**src/design/cmbirq_regs.vh**
```
// Register offsets, reset values and field limits of the mailbox interrupt block
`ifndef CMBIRQ_REGS_VH
`define CMBIRQ_REGS_VH
// ==========================================================
// Register byte offsets
`define CMBIRQ_ADDR_W 4
`define CMBIRQ_OFS_IRQ_ENABLE 4'h0
`define CMBIRQ_OFS_TX_FLAGS 4'h4
`define CMBIRQ_OFS_RX_FLAGS 4'h8
`define CMBIRQ_OFS_DIR 4'hC
// ==========================================================
// Reset values
`define CMBIRQ_RST_IRQ_ENABLE 32'h00000000
`define CMBIRQ_RST_TX_FLAGS 32'h00000000
`define CMBIRQ_RST_RX_FLAGS 32'h00000000
`define CMBIRQ_RST_DIR 32'h00000000
// ==========================================================
// Fields
`define CMBIRQ_TX_IMPL_MASK 32'h7FFFFFFF
`define CMBIRQ_RX_ONLY_BIT 31
`endif

```
**src/design/cmbirq_flag_bank.v**
```verilog
// Sticky per-mailbox completion flags with write-one-to-clear
`timescale 1ns/1ps
module cmbirq_flag_bank #(
  parameter WIDTH = 32,
  parameter [31:0] IMPL = 32'hFFFFFFFF,
  parameter [31:0] RST_VAL = 32'h00000000
) (
  input wire core_clk_i, // Core clock
  input wire rst_i, // Sync reset, high
  input wire [WIDTH-1:0] event_i, // Completion pulses
  input wire [WIDTH-1:0] enable_i, // Per-mailbox enable
  input wire clr_wr_i, // Clear write strobe
  input wire [WIDTH-1:0] clr_data_i, // Ones clear
  output wire [WIDTH-1:0] flags_o, // Flag state
  output wire any_o // OR of flags
);
  reg [WIDTH-1:0] flags_reg;
  reg [WIDTH-1:0] flags_next;
  wire [WIDTH-1:0] impl_w;
  wire [WIDTH-1:0] clr_w;

  assign impl_w = IMPL[WIDTH-1:0];
  assign clr_w = clr_wr_i ? clr_data_i : {WIDTH{1'b0}};

  // ==========================================================
  // Next state
  always @* begin
    flags_next = ((flags_reg & ~clr_w) | (event_i & enable_i)) & impl_w;
  end

  always @(posedge core_clk_i) begin
    if (rst_i) begin
      flags_reg <= RST_VAL[WIDTH-1:0];
    end else begin
      flags_reg <= flags_next;
    end
  end

  assign flags_o = flags_reg;
  assign any_o = |flags_reg;
endmodule // cmbirq_flag_bank

```
**src/design/cmbirq_edge_pulse.v**
```verilog
// Rising-edge pulse generator for an interrupt level
`timescale 1ns/1ps
module cmbirq_edge_pulse (
  input wire core_clk_i, // Core clock
  input wire rst_i, // Sync reset, high
  input wire level_i, // Interrupt level
  output reg pulse_o // One-cycle pulse
);
  reg level_reg;

  always @(posedge core_clk_i) begin
    if (rst_i) begin
      level_reg <= 1'b0;
      pulse_o <= 1'b0;
    end else begin
      level_reg <= level_i;
      pulse_o <= level_i & ~level_reg;
    end
  end
endmodule // cmbirq_edge_pulse

```
**src/design/cmbirq_top.v**
```verilog
// Mailbox interrupt mask, completion flags and interrupt lines
`timescale 1ns/1ps
`include "cmbirq_regs.vh"
// Functional notes
// - Mask bit one enables mailbox interrupts
// - Mask register resets to all zeros
// - Transmit flags 30..0 map mailboxes 30..0
// - Transmit bit 31 reads zero, ignores writes
// - Enabled transmit completion sets flag, raises line
// - Disabled transmit completion sets nothing
// - Transmit line high while any flag set
// - Write one clears transmit flag
// - Receive mailbox reads zero in transmit flags
// - Transmit mailbox reads zero in receive flags
// - Enabled receive completion sets receive flag
// - Receive line: OR of flags, W1C
// - Request pulses on rising level edges
module cmbirq_top #(
  parameter MBOX_N = 32
) (
  input wire core_clk_i, // Core clock, 10 MHz
  input wire rst_i, // Sync reset, high
  input wire [`CMBIRQ_ADDR_W-1:0] reg_addr_i, // Register byte address
  input wire [31:0] reg_wdata_i, // Write data
  input wire reg_wr_i, // Write strobe
  input wire reg_rd_i, // Read strobe
  output reg [31:0] reg_rdata_o, // Read data, next cycle
  input wire [MBOX_N-1:0] tx_done_i, // Transmit success pulses
  input wire [MBOX_N-1:0] rx_done_i, // Receive success pulses
  output reg tx_done_irq_o, // Transmit completion level
  output reg rx_done_irq_o, // Receive completion level
  output wire tx_done_req_o, // Transmit request pulse
  output wire rx_done_req_o, // Receive request pulse
  output reg [MBOX_N-1:0] mbox_is_tx_o // Mailbox direction, 1=tx
);
  reg [MBOX_N-1:0] mailbox_irq_enable_reg;
  reg [MBOX_N-1:0] mbox_dir_reg;
  wire [MBOX_N-1:0] tx_flags_w;
  wire [MBOX_N-1:0] rx_flags_w;
  wire tx_any_w;
  wire rx_any_w;
  reg [31:0] rdata_next;

  function sel;
    input [`CMBIRQ_ADDR_W-1:0] addr;
    input [`CMBIRQ_ADDR_W-1:0] ofs;
    begin
      sel = (addr == ofs);
    end
  endfunction

  // ==========================================================
  // Writable registers
  always @(posedge core_clk_i) begin
    if (rst_i) begin
      mailbox_irq_enable_reg <= `CMBIRQ_RST_IRQ_ENABLE;
      mbox_dir_reg <= `CMBIRQ_RST_DIR;
    end else if (reg_wr_i) begin
      if (sel(reg_addr_i, `CMBIRQ_OFS_IRQ_ENABLE)) begin
        mailbox_irq_enable_reg <= reg_wdata_i[MBOX_N-1:0];
      end
      if (sel(reg_addr_i, `CMBIRQ_OFS_DIR)) begin
        // Mailbox 31 can never transmit
        mbox_dir_reg <= reg_wdata_i[MBOX_N-1:0] & `CMBIRQ_TX_IMPL_MASK;
      end
    end
  end

  // ==========================================================
  // Flag banks
  // transmit flags, mask gated
  cmbirq_flag_bank #(
    .WIDTH(MBOX_N),
    .IMPL(`CMBIRQ_TX_IMPL_MASK),
    .RST_VAL(`CMBIRQ_RST_TX_FLAGS)
  ) u_tx_flags (
    .core_clk_i(core_clk_i),
    .rst_i(rst_i),
    .event_i(tx_done_i),
    .enable_i(mailbox_irq_enable_reg),
    .clr_wr_i(reg_wr_i & sel(reg_addr_i, `CMBIRQ_OFS_TX_FLAGS)),
    .clr_data_i(reg_wdata_i),
    .flags_o(tx_flags_w),
    .any_o(tx_any_w)
  );

  cmbirq_flag_bank #(
    .WIDTH(MBOX_N),
    .IMPL(32'hFFFFFFFF),
    .RST_VAL(`CMBIRQ_RST_RX_FLAGS)
  ) u_rx_flags (
    .core_clk_i(core_clk_i),
    .rst_i(rst_i),
    .event_i(rx_done_i),
    .enable_i(mailbox_irq_enable_reg),
    .clr_wr_i(reg_wr_i & sel(reg_addr_i, `CMBIRQ_OFS_RX_FLAGS)),
    .clr_data_i(reg_wdata_i),
    .flags_o(rx_flags_w),
    .any_o(rx_any_w)
  );

  // ==========================================================
  // Interrupt levels and request pulses
  // Levels registered one cycle after the flags for clean outputs
  always @(posedge core_clk_i) begin
    if (rst_i) begin
      tx_done_irq_o <= 1'b0;
      rx_done_irq_o <= 1'b0;
      mbox_is_tx_o <= `CMBIRQ_RST_DIR;
    end else begin
      tx_done_irq_o <= tx_any_w;
      rx_done_irq_o <= rx_any_w;
      mbox_is_tx_o <= mbox_dir_reg;
    end
  end

  cmbirq_edge_pulse u_tx_pulse (
    .core_clk_i(core_clk_i),
    .rst_i(rst_i),
    .level_i(tx_any_w),
    .pulse_o(tx_done_req_o)
  );

  cmbirq_edge_pulse u_rx_pulse (
    .core_clk_i(core_clk_i),
    .rst_i(rst_i),
    .level_i(rx_any_w),
    .pulse_o(rx_done_req_o)
  );

  // ==========================================================
  // Read path
  always @* begin
    rdata_next = 32'h00000000;
    if (sel(reg_addr_i, `CMBIRQ_OFS_IRQ_ENABLE)) begin
      rdata_next = mailbox_irq_enable_reg;
    end else if (sel(reg_addr_i, `CMBIRQ_OFS_TX_FLAGS)) begin
      rdata_next = tx_flags_w & mbox_dir_reg & `CMBIRQ_TX_IMPL_MASK;
    end else if (sel(reg_addr_i, `CMBIRQ_OFS_RX_FLAGS)) begin
      rdata_next = rx_flags_w & ~mbox_dir_reg;
    end else if (sel(reg_addr_i, `CMBIRQ_OFS_DIR)) begin
      rdata_next = mbox_dir_reg;
    end
  end

  always @(posedge core_clk_i) begin
    if (rst_i) begin
      reg_rdata_o <= 32'h00000000;
    end else if (reg_rd_i) begin
      reg_rdata_o <= rdata_next;
    end else begin
      reg_rdata_o <= 32'h00000000;
    end
  end
endmodule // cmbirq_top

```
**config.mk**
```make
export PLATFORM = sky130hd
export DESIGN_NAME = cmbirq_top
export DESIGN_NICKNAME = d
export VERILOG_FILES = /design/src/design/cmbirq_flag_bank.v /design/src/design/cmbirq_edge_pulse.v /design/src/design/cmbirq_top.v
export VERILOG_INCLUDE_DIRS = /design/src /design/src/design
export SDC_FILE = /design/constraint.sdc
export NUM_CORES = 1
export LEC_CHECK = 0
export ABC_CLOCK_PERIOD_IN_PS = 1470
export BUFFER_PORTS_ARGS = -buffer_cell sky130_fd_sc_hd__clkbuf_2
export CORE_MARGIN = 4
export CORE_UTILIZATION = 43
export CTS_BUF_LIST = sky130_fd_sc_hd__clkbuf_16
export CTS_CLUSTER_SIZE = 14
export DETAILED_ROUTE_END_ITERATION = 8
export GPL_TIMING_DRIVEN = 0
export PLACE_DENSITY = 0.65
export SLEW_MARGIN = 15
export SYNTH_ARGS = -nofsm -noshare
export SYNTH_HDL_FRONTEND = slang
export SYNTH_SLANG_ARGS = --single-unit
```
**constraint.sdc**
```tcl
create_clock -name core_clk_i -period 1.47 [get_ports core_clk_i]
set_input_delay 0 -clock core_clk_i [delete_from_list [all_inputs] [get_ports core_clk_i]]
set_output_delay 0 -clock core_clk_i [all_outputs]
set_load 0.02 [all_outputs]
```
==> qor.csv <==
metric,value,unit
p_per_area,1060,nW/um^2
grt_use_total,29.2,%
nets,1278,
vdd_drop_max,859,uV
critPathRequiredTime,1.76,ns
placedInstanceArea,8890,sq um
place_congestion,0.912,
drv_slew,0,
worst_setup_path_start_kind,flip-flop,
cts_tree,built,
power_frac_comb,10.0,%
design_area,10500,sq um
first_pass_iters,6,
leakagePower,3.74,nW
finalSetupViolations,0,
synth_edf_count,0,
gr-total-overflow,0,
ant_nets,0,
syn_area_per_cell,8.75,sq um
die_width,142,um
hold_viol_final,0,
grt_max_degree,18,
synth_cell_types,35,
hold_class,primary input to flip-flop,
worstPathMaxFanout,3,
syn_inst,888,
synth_area_leader_cell,dfxtp_1,
grt_pass1_vias,7981,
die-height,142,um
portBuffers,167,
dp_hpwl,20.0,mm
routed_via_density,5.99,
fmax,687,MHz
slew_headroom,45.1,%
clockBufferDepth,2,
drc,0,
core,17500,sq um
antenna_found_initial,1,
drive_gt1_share,19.1,%
crit_type,flip-flop to flip-flop,
avgRoutedWirePerCell,21.3,um
max_cap_viol_count,0,
worst_slew_pin_slew,0.824,ns
place_inst,1280,
via_count,8460,
syn_area,7770,sq um
cp-end-kind,flip-flop,
syn_to_final_growth,34.9,%
wirelength,30.2,mm
drtIter0Drc,1052,
rows,48,
yosysWarningCount,0,
clkTransAtPathRegs,0.07,ns
swShare,25.8,%
fin_setup_tns,0,ns
clock_latency,0.44,ns
synth_nets,992,
status,finished clean,
skew,0.00906,ns
seq_area_frac_synth,49.7,%
dieArea,20300,sq um
power.internal,8.25,mW
finalCritPeriodShare,99.0,%
synth_top_area_share,49.7,%
instances_no_fill,1413,
ys_ff_latch,193,
initial_utilization,44.5,%
cts_made_buffers,17,
power_frac_clock,42.0,%
grt_pass1_wl,45.8,mm
synthArstFlopShare,0,%
hold_slack,0.102,ns
cts-root-buf,clkbuf_16,
synth_area_leaders,"dfxtp_1 50%, a21oi_1 8.2%, o21ai_0 6.4%, nand2_1 4.6%, a311oi_1 4.5%",
ios,172,
clock-sinks,193,
htreeDepth,4,
cp.arrival,1.74,ns
yosys_most_used_dff,dfxtp_1,
switching_power,2.87,mW
power_frac_seq,48.0,%
fin_crit,1.46,ns
[power groups by stage]
stage	logic, mW	registers (mW)	clock network, mW
4_1_cts	1.07	5.34	4.70
3_3_place_gp	0.866	5.46	0
2_1_floorplan	0.372	5.48	0
5_1_grt	1.17	5.35	4.88
3_5_place_dp	0.866	5.46	0
6_report	1.11	5.34	4.67
[routing by layer]
metal  share of wire (%)  track usage [%]
met1                  41             40.0
met2                  45             44.9
met3                  11             6.62
met4                 3.2             11.4
met5                   0                0
[logic make-up after synthesis]
family | Yosys count | share of synthesized area, %
AOI/OAI and AO/OA | 341 | 25.5
and+or+nand+nor | 270 | 20.0
DFF | 193 | 49.7
buffers and inverters | 83 | 4.70
other | 1 | 0.0483
[worst max-delay path, stage by stage, from the launching register on]
cell	delay, ns
dfxtp_1	0.34
nor4_1	0.47
and4_1	0.37
a211oi_1	0.11
[cells in the mapped netlist, drive strengths merged (15+ instances only)]
library cell	n
nor4	15
a311oi	40
nand3b	22
o21ai	117
buf	18
o211ai	22
nand2	96
a21oi	128
a31oi	22
nand4b	32
nor2b	41
nand3	40
dfxtp	193
clkbuf	63
[final cells by class]
cell class | count | area (sq um)
repair buffers | 267 | 1830
well taps | 225 | 282
multi-input cells | 612 | 3550
clock inverters | 15 | 158
inverters | 2 | 7.51
plain buffers | 81 | 363
flip-flops and latches | 193 | 3860
clock buffers | 17 | 425
fillers | 1522 | 6990
diodes | 1 | 2.50
[path summary, 6_finish.rpt]
check	to	cells after the start	slack, ns	from
worst max-delay path	u_rx_pulse.pulse_o$_SDFF_PP0_	3	0.01	u_rx_flags.flags_o[13]$_SDFF_PP0_
worst min-delay path	mailbox_irq_enable_reg[31]$_SDFFE_PP0P_	4	0.10	reg_wr_i
worst max register to register	u_rx_pulse.pulse_o$_SDFF_PP0_	3	0.01	u_rx_flags.flags_o[13]$_SDFF_PP0_
worst min register to register	u_rx_pulse.pulse_o$_SDFF_PP0_	1	0.45	rx_done_irq_o$_SDFF_PP0_
[per-stage QoR]
step | power [mW] | worst slack (ns) | util (%)
after CTS | 11.1 | 0.00904 | 59.8
after floorplan | 5.85 | 0.183 | -
after global routing | 11.4 | -0.00737 | 60.0
final | 11.1 | 0.0149 | 60.0
after detailed placement | 6.33 | -0.425 | 50.8
after global placement | 6.32 | -0.438 | 50.8
[placed cells by master (no fill, tap or decap), types with 22 or more instances in the layout]
master / count
a21oi_1: 128
dlygate4sd3_1: 97
nand3b_1: 22
dfxtp_1: 193
o211ai_1: 22
nand3_1: 40
a311oi_1: 40
nand4b_1: 32
o21ai_0: 100
a31oi_1: 22
clkbuf_1: 59
nor2b_1: 41
nand2_1: 96
clkbuf_2: 171
[what timing repair did]
action / 4_1_cts / 5_1_grt
setup buffers: 0 / 3
pin swaps: 0 / 0
setup endpoints to repair: 1 / 45
hold buffers: 97 / 0
resized for setup: 1 / 9
endpoints found under the hold margin: 128 / 0
Note: power is estimated with default switching activity, not from simulation.
